===== src/rtl/analog_network_consts.vh =====
// analog_network_consts.vh - register map, field positions, reset values
// and divisor counts of the analog network control block.
// assumes a 32-bit apb slave where each register index takes one word.
`ifndef ANALOG_NETWORK_CONSTS_VH
`define ANALOG_NETWORK_CONSTS_VH

////////////////////////////////////////////////////////////////////////////////
// register indexes, byte address is four times the index
`define IDX_IRQ_FLAGS        8'h06
`define IDX_IRQ_ENABLES      8'h07
`define IDX_RESULT_HIGH      8'h10
`define IDX_RESULT_LOW       8'h11
`define IDX_RESULT_EXTENSION 8'h12
`define IDX_CONVERTER_CTRL   8'h13
`define IDX_AMP_CLOCK_CTRL   8'h15
`define IDX_ROUTING_FIRST    8'h18
`define IDX_ROUTING_SECOND   8'h19
`define IDX_ENABLE_GAIN      8'h1a
`define IDX_AMP_ROUTING      8'h1b

////////////////////////////////////////////////////////////////////////////////
// reset values
`define RST_BYTE             8'h00

////////////////////////////////////////////////////////////////////////////////
// field positions
`define BIT_CONV_IRQ         2
`define BIT_GLOBAL_IRQ       7
`define BIT_FILTER_RUN       3
`define BIT_REF_DIV_ON       7
`define BIT_CONVERTER_ON     1
`define BIT_INPUT_SHORT      0
`define BIT_AMP2_ON          7
`define BIT_AMP1_ON          3

////////////////////////////////////////////////////////////////////////////////
// output-word rate divisors of the sample clock, per rate code
`define RATE_DIV_0           13'd125
`define RATE_DIV_1           13'd250
`define RATE_DIV_2           13'd500
`define RATE_DIV_3           13'd1000
`define RATE_DIV_4           13'd2000
`define RATE_DIV_5           13'd4000
`define RATE_DIV_6           13'd8000

////////////////////////////////////////////////////////////////////////////////
// chopper clock divisors of the core clock, per chopper field
`define CHOP_DIV_SLOW        13'd1000
`define CHOP_DIV_FAST        13'd500

`endif


===== src/rtl/step_divider.v =====
// step_divider.v - counts enabled steps and pulses once every divisor steps.
// assumes divisor is at least 1 and that the caller holds run high for a
// window; dropping run restarts the count from zero.
`timescale 1ns/10ps

module step_divider #(
	parameter WIDTH = 13
) (
	input  wire             pclk,
	input  wire             presetn,
	input  wire             ce,
	input  wire             run,
	input  wire             step,
	input  wire [WIDTH-1:0] divisor,
	output wire             tick
);

	reg [WIDTH-1:0] count_reg;
	reg [WIDTH-1:0] count_next;

	// tick marks the last step of a window
	assign tick = run & step & (count_reg >= divisor - {{(WIDTH-1){1'b0}}, 1'b1});

	// next count: hold, advance or wrap
	always @*
	begin
		count_next = count_reg;
		if (!run)
			count_next = {WIDTH{1'b0}};
		else if (tick)
			count_next = {WIDTH{1'b0}};
		else if (step)
			count_next = count_reg + {{(WIDTH-1){1'b0}}, 1'b1};
	end

	// step counter
	always @(posedge pclk or negedge presetn)
	begin
		if (!presetn)
			count_reg <= {WIDTH{1'b0}};
		else if (ce)
			count_reg <= count_next;
	end

endmodule // step_divider


===== src/rtl/analog_network_control.v =====
// analog_network_control.v - apb register file, decimating result path,
// chopper clock and interrupt of the analog network.
// assumes sample_tick comes from the sample clock generator on pclk and
// mod_bit comes straight from the modulator, outside the pclk domain.
//
// How it works
// - result 16 bits, two sign bits, 14 data
// - extension byte holds low byte of window ones count
// - filter runs only when run bit set, else zero
// - rate code divides sample clock, 110/111 by 8000
// - chopper field 11 divides by 1000, 10 by 500
// - field 01 minus offset, 00 plus offset, static
// - negative input select in routing one bits 7-6
// - negative reference select in routing two bits 3-2
// - positive reference select in routing two bits 1-0
// - amplifier one noninverting and inverting input selects
// - differential input and reference path selects exposed
// - amplifier one off when its enable clear
// - interrupt flag raised on every new result word
// - converter enable starts and stops the modulator
// - input short ties both converter inputs together
`timescale 1ns/10ps
`include "analog_network_consts.vh"

module analog_network_control (
	input  wire        pclk,
	input  wire        presetn,
	input  wire        ce,
	input  wire        psel,
	input  wire        penable,
	input  wire        pwrite,
	input  wire [7:0]  paddr,
	input  wire [31:0] pwdata,
	output reg  [31:0] prdata,
	output wire        pready,
	output wire        pslverr,
	input  wire        sample_tick,
	input  wire        mod_bit,
	output wire        irq,
	output wire [1:0]  neg_input_select,
	output wire [2:0]  prefilter_input_select,
	output wire [2:0]  pos_input_select,
	output wire [1:0]  neg_reference_select,
	output wire [1:0]  pos_reference_select,
	output wire [1:0]  amp1_inv_select,
	output wire [1:0]  amp2_inv_select,
	output wire [2:0]  amp1_noninv_select,
	output wire [2:0]  amp2_noninv_select,
	output wire        amp1_on,
	output wire        amp2_on,
	output wire        converter_on,
	output wire        input_short,
	output wire [1:0]  input_gain_code,
	output wire        reference_divider_on,
	output wire        modulator_run,
	output wire        amp1_chop_clock,
	output wire        amp1_polarity
);

	////////////////////////////////////////////////////////////////////////////
	// register storage
	reg        conv_irq_flag_reg;
	reg        conv_irq_mask_reg;
	reg        global_irq_mask_reg;
	reg [3:0]  converter_control_reg;
	reg [1:0]  amp1_chopper_field_reg;
	reg [7:0]  routing_first_reg;
	reg [7:0]  routing_second_reg;
	reg [4:0]  enable_gain_reg;
	reg [7:0]  amp_routing_reg;
	reg [15:0] conversion_result_reg;
	reg [7:0]  result_extension_reg;

	// result path state
	reg        mod_meta_reg;
	reg        mod_sync_reg;
	reg [14:0] window_sum_reg;
	reg [12:0] window_ones_reg;
	reg [14:0] window_sum_next;
	reg [12:0] window_ones_next;
	reg [12:0] rate_divisor;

	// chopper state
	reg        chop_clock_reg;
	reg        polarity_reg;
	reg        polarity_next;
	reg [12:0] chop_divisor;

	wire [7:0] reg_index;
	wire       word_aligned;
	wire       wr_en;
	wire       rd_en;
	reg        addr_hit;
	reg [7:0]  rd_byte;
	wire       filter_run;
	wire [2:0] output_rate_code;
	wire       window_run;
	wire       word_tick;
	wire       chop_run;
	wire       chop_tick;
	wire       conv_irq_set;

	////////////////////////////////////////////////////////////////////////////
	// apb decode: zero wait states, unmapped or misaligned access errors
	assign reg_index    = {2'b00, paddr[7:2]};
	assign word_aligned = (paddr[1:0] == 2'b00);
	assign pready       = 1'b1;
	assign pslverr      = psel & penable & ~addr_hit;
	assign wr_en        = psel & penable & pwrite & addr_hit;
	assign rd_en        = psel & penable & ~pwrite & addr_hit;

	// address decode and read mux
	always @*
	begin
		addr_hit = word_aligned;
		rd_byte  = 8'h00;
		if (reg_index == `IDX_IRQ_FLAGS)
			rd_byte = {5'h00, conv_irq_flag_reg, 2'h0};
		else if (reg_index == `IDX_IRQ_ENABLES)
			rd_byte = {global_irq_mask_reg, 4'h0, conv_irq_mask_reg, 2'h0};
		else if (reg_index == `IDX_RESULT_HIGH)
			rd_byte = conversion_result_reg[15:8];
		else if (reg_index == `IDX_RESULT_LOW)
			rd_byte = conversion_result_reg[7:0];
		else if (reg_index == `IDX_RESULT_EXTENSION)
			rd_byte = result_extension_reg;
		else if (reg_index == `IDX_CONVERTER_CTRL)
			rd_byte = {4'h0, converter_control_reg};
		else if (reg_index == `IDX_AMP_CLOCK_CTRL)
			rd_byte = {4'h0, amp1_chopper_field_reg, 2'h0};
		else if (reg_index == `IDX_ROUTING_FIRST)
			rd_byte = routing_first_reg;
		else if (reg_index == `IDX_ROUTING_SECOND)
			rd_byte = routing_second_reg;
		else if (reg_index == `IDX_ENABLE_GAIN)
			rd_byte = {enable_gain_reg[4], 3'h0, enable_gain_reg[3:0]};
		else if (reg_index == `IDX_AMP_ROUTING)
			rd_byte = amp_routing_reg;
		else
			addr_hit = 1'b0;
	end

	// registered read data, captured in the setup cycle
	always @(posedge pclk or negedge presetn)
	begin
		if (!presetn)
			prdata <= 32'h0000_0000;
		else if (ce && psel && !penable)
			prdata <= {24'h00_0000, rd_byte};
	end

	////////////////////////////////////////////////////////////////////////////
	// control registers written by software
	always @(posedge pclk or negedge presetn)
	begin
		if (!presetn)
		begin
			conv_irq_mask_reg      <= 1'b0;
			global_irq_mask_reg    <= 1'b0;
			converter_control_reg  <= 4'h0;
			amp1_chopper_field_reg <= 2'h0;
			routing_first_reg      <= `RST_BYTE;
			routing_second_reg     <= `RST_BYTE;
			enable_gain_reg        <= 5'h00;
			amp_routing_reg        <= `RST_BYTE;
		end
		else if (ce && wr_en)
		begin
			if (reg_index == `IDX_IRQ_ENABLES)
			begin
				conv_irq_mask_reg   <= pwdata[`BIT_CONV_IRQ];
				global_irq_mask_reg <= pwdata[`BIT_GLOBAL_IRQ];
			end
			else if (reg_index == `IDX_CONVERTER_CTRL)
				converter_control_reg <= pwdata[3:0];
			else if (reg_index == `IDX_AMP_CLOCK_CTRL)
				amp1_chopper_field_reg <= pwdata[3:2];
			else if (reg_index == `IDX_ROUTING_FIRST)
				routing_first_reg <= pwdata[7:0];
			else if (reg_index == `IDX_ROUTING_SECOND)
				routing_second_reg <= pwdata[7:0];
			else if (reg_index == `IDX_ENABLE_GAIN)
				enable_gain_reg <= {pwdata[`BIT_REF_DIV_ON], pwdata[3:0]};
			else if (reg_index == `IDX_AMP_ROUTING)
				amp_routing_reg <= pwdata[7:0];
		end
	end

	////////////////////////////////////////////////////////////////////////////
	// multiplexer codes and enables handed to the analog front end
	assign neg_input_select       = routing_first_reg[7:6];
	assign prefilter_input_select = routing_first_reg[5:3];
	assign pos_input_select       = routing_first_reg[2:0];
	assign amp2_inv_select        = routing_second_reg[7:6];
	assign amp1_inv_select        = routing_second_reg[5:4];
	assign neg_reference_select   = routing_second_reg[3:2];
	assign pos_reference_select   = routing_second_reg[1:0];
	assign reference_divider_on   = enable_gain_reg[4];
	assign input_gain_code        = enable_gain_reg[3:2];
	assign converter_on           = enable_gain_reg[`BIT_CONVERTER_ON];
	assign input_short            = enable_gain_reg[`BIT_INPUT_SHORT];
	assign amp2_on                = amp_routing_reg[`BIT_AMP2_ON];
	assign amp2_noninv_select     = amp_routing_reg[6:4];
	assign amp1_on                = amp_routing_reg[`BIT_AMP1_ON];
	assign amp1_noninv_select     = amp_routing_reg[2:0];
	assign modulator_run          = converter_on;

	////////////////////////////////////////////////////////////////////////////
	// modulator bit synchroniser
	always @(posedge pclk or negedge presetn)
	begin
		if (!presetn)
		begin
			mod_meta_reg <= 1'b0;
			mod_sync_reg <= 1'b0;
		end
		else if (ce)
		begin
			mod_meta_reg <= mod_bit;
			mod_sync_reg <= mod_meta_reg;
		end
	end

	////////////////////////////////////////////////////////////////////////////
	// output-word rate selection
	assign filter_run       = converter_control_reg[`BIT_FILTER_RUN];
	assign output_rate_code = converter_control_reg[2:0];
	assign window_run       = filter_run & converter_on;

	always @*
	begin
		case (output_rate_code)
			3'h0:    rate_divisor = `RATE_DIV_0;
			3'h1:    rate_divisor = `RATE_DIV_1;
			3'h2:    rate_divisor = `RATE_DIV_2;
			3'h3:    rate_divisor = `RATE_DIV_3;
			3'h4:    rate_divisor = `RATE_DIV_4;
			3'h5:    rate_divisor = `RATE_DIV_5;
			default: rate_divisor = `RATE_DIV_6;
		endcase
	end

	step_divider #(
		.WIDTH   (13)
	) word_divider (
		.pclk    (pclk),
		.presetn (presetn),
		.ce      (ce),
		.run     (window_run),
		.step    (sample_tick),
		.divisor (rate_divisor),
		.tick    (word_tick)
	);

	////////////////////////////////////////////////////////////////////////////
	// single-stage comb: signed bit sum and ones count over one window
	always @*
	begin
		window_sum_next  = window_sum_reg;
		window_ones_next = window_ones_reg;
		if (window_run && sample_tick)
		begin
			if (mod_sync_reg)
			begin
				window_sum_next  = window_sum_reg + 15'h0001;
				window_ones_next = window_ones_reg + 13'h0001;
			end
			else
				window_sum_next = window_sum_reg - 15'h0001;
		end
	end

	// window accumulators restart at each word and whenever the filter stops
	always @(posedge pclk or negedge presetn)
	begin
		if (!presetn)
		begin
			window_sum_reg  <= 15'h0000;
			window_ones_reg <= 13'h0000;
		end
		else if (ce)
		begin
			if (!window_run || word_tick)
			begin
				window_sum_reg  <= 15'h0000;
				window_ones_reg <= 13'h0000;
			end
			else
			begin
				window_sum_reg  <= window_sum_next;
				window_ones_reg <= window_ones_next;
			end
		end
	end

	// result bytes load together; the sum never exceeds 14 bits of magnitude,
	// so extending its sign fills both top bits
	always @(posedge pclk or negedge presetn)
	begin
		if (!presetn)
		begin
			conversion_result_reg <= 16'h0000;
			result_extension_reg  <= 8'h00;
		end
		else if (ce)
		begin
			if (!filter_run)
			begin
				conversion_result_reg <= 16'h0000;
				result_extension_reg  <= 8'h00;
			end
			else if (word_tick)
			begin
				conversion_result_reg <= {window_sum_next[14], window_sum_next};
				result_extension_reg  <= window_ones_next[7:0];
			end
		end
	end

	////////////////////////////////////////////////////////////////////////////
	// interrupt: sticky flag, write one to clear, set wins over clear
	assign conv_irq_set = word_tick & filter_run;

	always @(posedge pclk or negedge presetn)
	begin
		if (!presetn)
			conv_irq_flag_reg <= 1'b0;
		else if (ce)
		begin
			if (conv_irq_set)
				conv_irq_flag_reg <= 1'b1;
			else if (wr_en && reg_index == `IDX_IRQ_FLAGS && pwdata[`BIT_CONV_IRQ])
				conv_irq_flag_reg <= 1'b0;
		end
	end

	assign irq = conv_irq_flag_reg & conv_irq_mask_reg & global_irq_mask_reg;

	////////////////////////////////////////////////////////////////////////////
	// amplifier one chopper: half period counted in core clocks
	assign chop_run = amp1_on & amp1_chopper_field_reg[1];

	always @*
	begin
		if (amp1_chopper_field_reg[0])
			chop_divisor = `CHOP_DIV_SLOW >> 1;
		else
			chop_divisor = `CHOP_DIV_FAST >> 1;
	end

	step_divider #(
		.WIDTH   (13)
	) chop_divider (
		.pclk    (pclk),
		.presetn (presetn),
		.ce      (ce),
		.run     (chop_run),
		.step    (1'b1),
		.divisor (chop_divisor),
		.tick    (chop_tick)
	);

	// input polarity follows the chopper or the static offset choice
	always @*
	begin
		if (chop_run)
			polarity_next = chop_tick ? ~chop_clock_reg : chop_clock_reg;
		else
			polarity_next = amp1_chopper_field_reg[0];
	end

	// chopper clock stops low while chopping is off
	always @(posedge pclk or negedge presetn)
	begin
		if (!presetn)
		begin
			chop_clock_reg <= 1'b0;
			polarity_reg   <= 1'b0;
		end
		else if (ce)
		begin
			if (!chop_run)
				chop_clock_reg <= 1'b0;
			else if (chop_tick)
				chop_clock_reg <= ~chop_clock_reg;
			polarity_reg <= polarity_next;
		end
	end

	assign amp1_chop_clock = chop_clock_reg;
	assign amp1_polarity   = polarity_reg;

endmodule // analog_network_control


===== config.mk =====
export PLATFORM = sky130hd
export DESIGN_NAME = analog_network_control
export DESIGN_NICKNAME = d
export VERILOG_FILES = /design/src/rtl/step_divider.v /design/src/rtl/analog_network_control.v
export VERILOG_INCLUDE_DIRS = /design/src /design/src/rtl
export SDC_FILE = /design/constraint.sdc
export NUM_CORES = 1
export LEC_CHECK = 0
export ABC_AREA = 1
export BUFFER_PORTS_ARGS = -buffer_cell sky130_fd_sc_hd__clkbuf_2
export CAP_MARGIN = 20
export CORE_ASPECT_RATIO = 1.25
export CORE_MARGIN = 1
export CORE_UTILIZATION = 45
export CTS_CLUSTER_DIAMETER = 100
export DETAILED_ROUTE_END_ITERATION = 10
export MAX_ROUTING_LAYER = met4
export PLACE_DENSITY = 0.76
export RECOVER_POWER = 100
export SLEW_MARGIN = 20
export SYNTH_ARGS = -nofsm -noshare
export SYNTH_HDL_FRONTEND = slang
export SYNTH_SLANG_ARGS = --single-unit

===== constraint.sdc =====
create_clock -name pclk -period 2.6 [get_ports pclk]
set_clock_uncertainty 0.05 [all_clocks]
set_input_delay 0.26 -clock pclk [delete_from_list [all_inputs] [get_ports pclk]]
set_output_delay 0.26 -clock pclk [all_outputs]
set_load 0.02 [all_outputs]

==> out/metrics.yaml <==
status: "complete, but fails checks"
violations: "negative setup slack"
antenna_left: 0
synth_area_per_cell_um2: 7.567
fillers: 1462
ys_top_cells_by_count: "321 x nand2_1, 122 x dfrtp_1, 94 x inv_1"
ys_types: 42
max_slew_margin_pct: 31.32
worst_pin_slew_ns: 1.030
antenna_found_initial: 0
numCtsBuffers: 17
finalCritPeriodShare_pct: 108.3
drive_above_1_share_pct: 17.11
dp.cells: 1298
core_area_um2: 16330
critPathRequiredTime_ns: 2.89
rsz0062_at_grt: "true"
arrival_ns: 3.11
leakagePower_nw: 4.570
yosysMostFrequentCell: "nand2_1"
grt_pass1_wl_mm: 32.03
cts_max_level: 4
powerDensity_nw_per_um2: 501.7
cts_root_buffer: "clkbuf_16"
setup_viol: 61
grt_overflow_total: 0
hold_path.class: "in -> reg"
nNetsFinal: 1198
endpoint_kind: "flop"
async_flop_share_pct: 100.0
grt_max_degree: 42
drc: 0
ys_ff_latch: 122
vias: 7106
yosys_warnings: 0
io_buffers: 65
cts_buffer_depth: 2
hold_violations: 0
clk_latency_ns: 0.41
seq_area_frac_synth_pct: 40.22
viasPerCell: 5.311
synth_edf_count: 0
maxSlewViolCount: 0
finalNonFillerCells: 1338
synthTopCellsByArea: "dfrtp_1 40%, nand2_1 16%, ha_1 6.3%"
min_period_ns: 2.816
vdd_ir_drop_max_v: 0.0004477
synth_area_um2: 7590
dr.pass1.iters: 5
crit_type: "reg -> reg"
grt_pass1_vias: 6759
ys.flop_type: "dfrtp_1"
cap_violations: 0
synthDominantCellAreaShare_pct: 40.22
route.detailed.wl_per_inst_um: 14.99
yosys.area.top_type: "dfrtp_1"
whs_ns: 0.01576
gp_congestion: 0.9154
dpl.hpwl_mm: 13.89
ioPinCount: 115
layout_setup_ws_ns: -0.2162
fin_setup_tns_ns: -8.784
max_clock_freq_mhz: 355.1
antenna_cells: 0
cts.sinks: 122
cp_max_fo: 6
die_area_um2: 17390
die_y_um: 147.2
syn_inst: 1003
initial_utilization_pct: 46.48
initialDrtViolationCount: 494
track_usage_pct: 23.80
fp.dieW_um: 118.2
cp-start-kind: "flop"
clkTransAtPathRegs_ns: 0.06
cts_tree: "done"
core.rowCount: 52
drt_wl_total_mm: 20.06
area_growth_pct: 20.47
area by class of cell:
type / instances / area, µm² / area share (%)
Inverter: 110 / 420.4 / 4.598
Multi-Input combinational cell: 752 / 4119 / 45.05
Timing Repair Buffer: 108 / 711.9 / 7.786
Tap cell: 216 / 270.3 / 2.956
Clock inverter: 12 / 127.6 / 1.396
Sequential cell: 122 / 3055 / 33.42
Clock buffer: 18 / 439.2 / 4.803
layout by cell type, fill, tap and decap left out, types with 28 or more instances in the layout:
cell / netlist / routed
nand2_1: 321 / 303
clkbuf_1: 9 / 43
dfrtp_1: 122 / 120
o21ai_1: 56 / 34
a21oi_1: 32 / 28
inv_1: 94 / 92
nor2_1: 62 / 53
o21ai_0: 39 / 49
nand3_1: 52 / 50
ha_1: 38 / 36
through the flow:
step	worst slack (ns)	area (µm²)	utilization (%)	total power (W)
4_1_cts	-0.1304	9138	55.95	0.004609
2_1_floorplan	0.009485	7711	-	0.002201
6_report	-0.2162	9144	55.99	0.004587
3_5_place_dp	-0.1556	8304	50.85	0.002314
3_3_place_gp	-0.1214	8304	50.85	0.002310
5_1_grt	-0.3534	9144	55.99	0.004721
critical path, cell delays in order (launching register included):
cell	delay (ns)
dfrtp_2	0.46
ha_4	0.20
nor3_4	0.19
nand2_1	0.14
o21ai_2	0.10
xor2_1	0.20
ha_1	0.29
nand2_1	0.09
o21bai_1	0.10
nand3_1	0.08
nand2_1	0.07
nand3_2	0.10
nand2_4	0.13
nand2_4	0.06
nand2_4	0.08
buf_12	0.12
buf_12	0.11
nand2_1	0.07
nand2_1	0.09
path summary, 6_finish.rpt:
path	from	to	slack, ns	cells after the start
setup reg to reg	converter_control_reg[1]$_DFFE_PN0P_	conversion_result_reg[10]$_DFFE_PN0P_	-0.22	18
min in group asynchronous	presetn	amp_routing_reg[7]$_DFFE_PN0P_	0.47	2
setup / recovery	converter_control_reg[1]$_DFFE_PN0P_	conversion_result_reg[10]$_DFFE_PN0P_	-0.22	18
max in group asynchronous	presetn	window_sum_reg[14]$_DFFE_PN0P_	0.50	3
hold / removal	mod_bit	mod_meta_reg$_DFFE_PN0P_	0.02	3
hold reg to reg	mod_meta_reg$_DFFE_PN0P_	mod_meta_reg$_DFFE_PN0P_	0.43	2
routing by layer:
layer | up-vias | track usage (%) | part of all wire (%)
met5 | - | - | 0
met1 | 3417 | 27.48 | 41
met2 | 222 | 41.29 | 52
li1 | 3419 | - | -
met4 | 0 | 10.32 | 3.3
met3 | 48 | 3.144 | 3.8
repair_timing:
item                                   CTS  global route
pin swaps                                8             5
buffers inserted                         6             1
gates cloned                             3             1
endpoints found under the hold margin   34             0
setup endpoints to repair               58            60
hold buffers                             1             0
resized for setup                       45            43
cell families after synthesis:
kind of cell	count (synthesis)	synth area share (%)
flops	122	40.22
buf+inv	152	9.166
xor+xnor	30	3.462
other cells	2	0.09895
simple gates	508	30.09
fa+ha+maj	39	6.528
compound gates	150	10.44
where the power goes:
| group | switching (W) | internal [W] |
|---|---|---|
| Sequential | 0.00000536 | 0.00191 |
| Clock | 0.000875 | 0.00142 |
| Combinational | 0.000275 | 0.000106 |
Note: power is estimated with default switching activity, not from simulation.
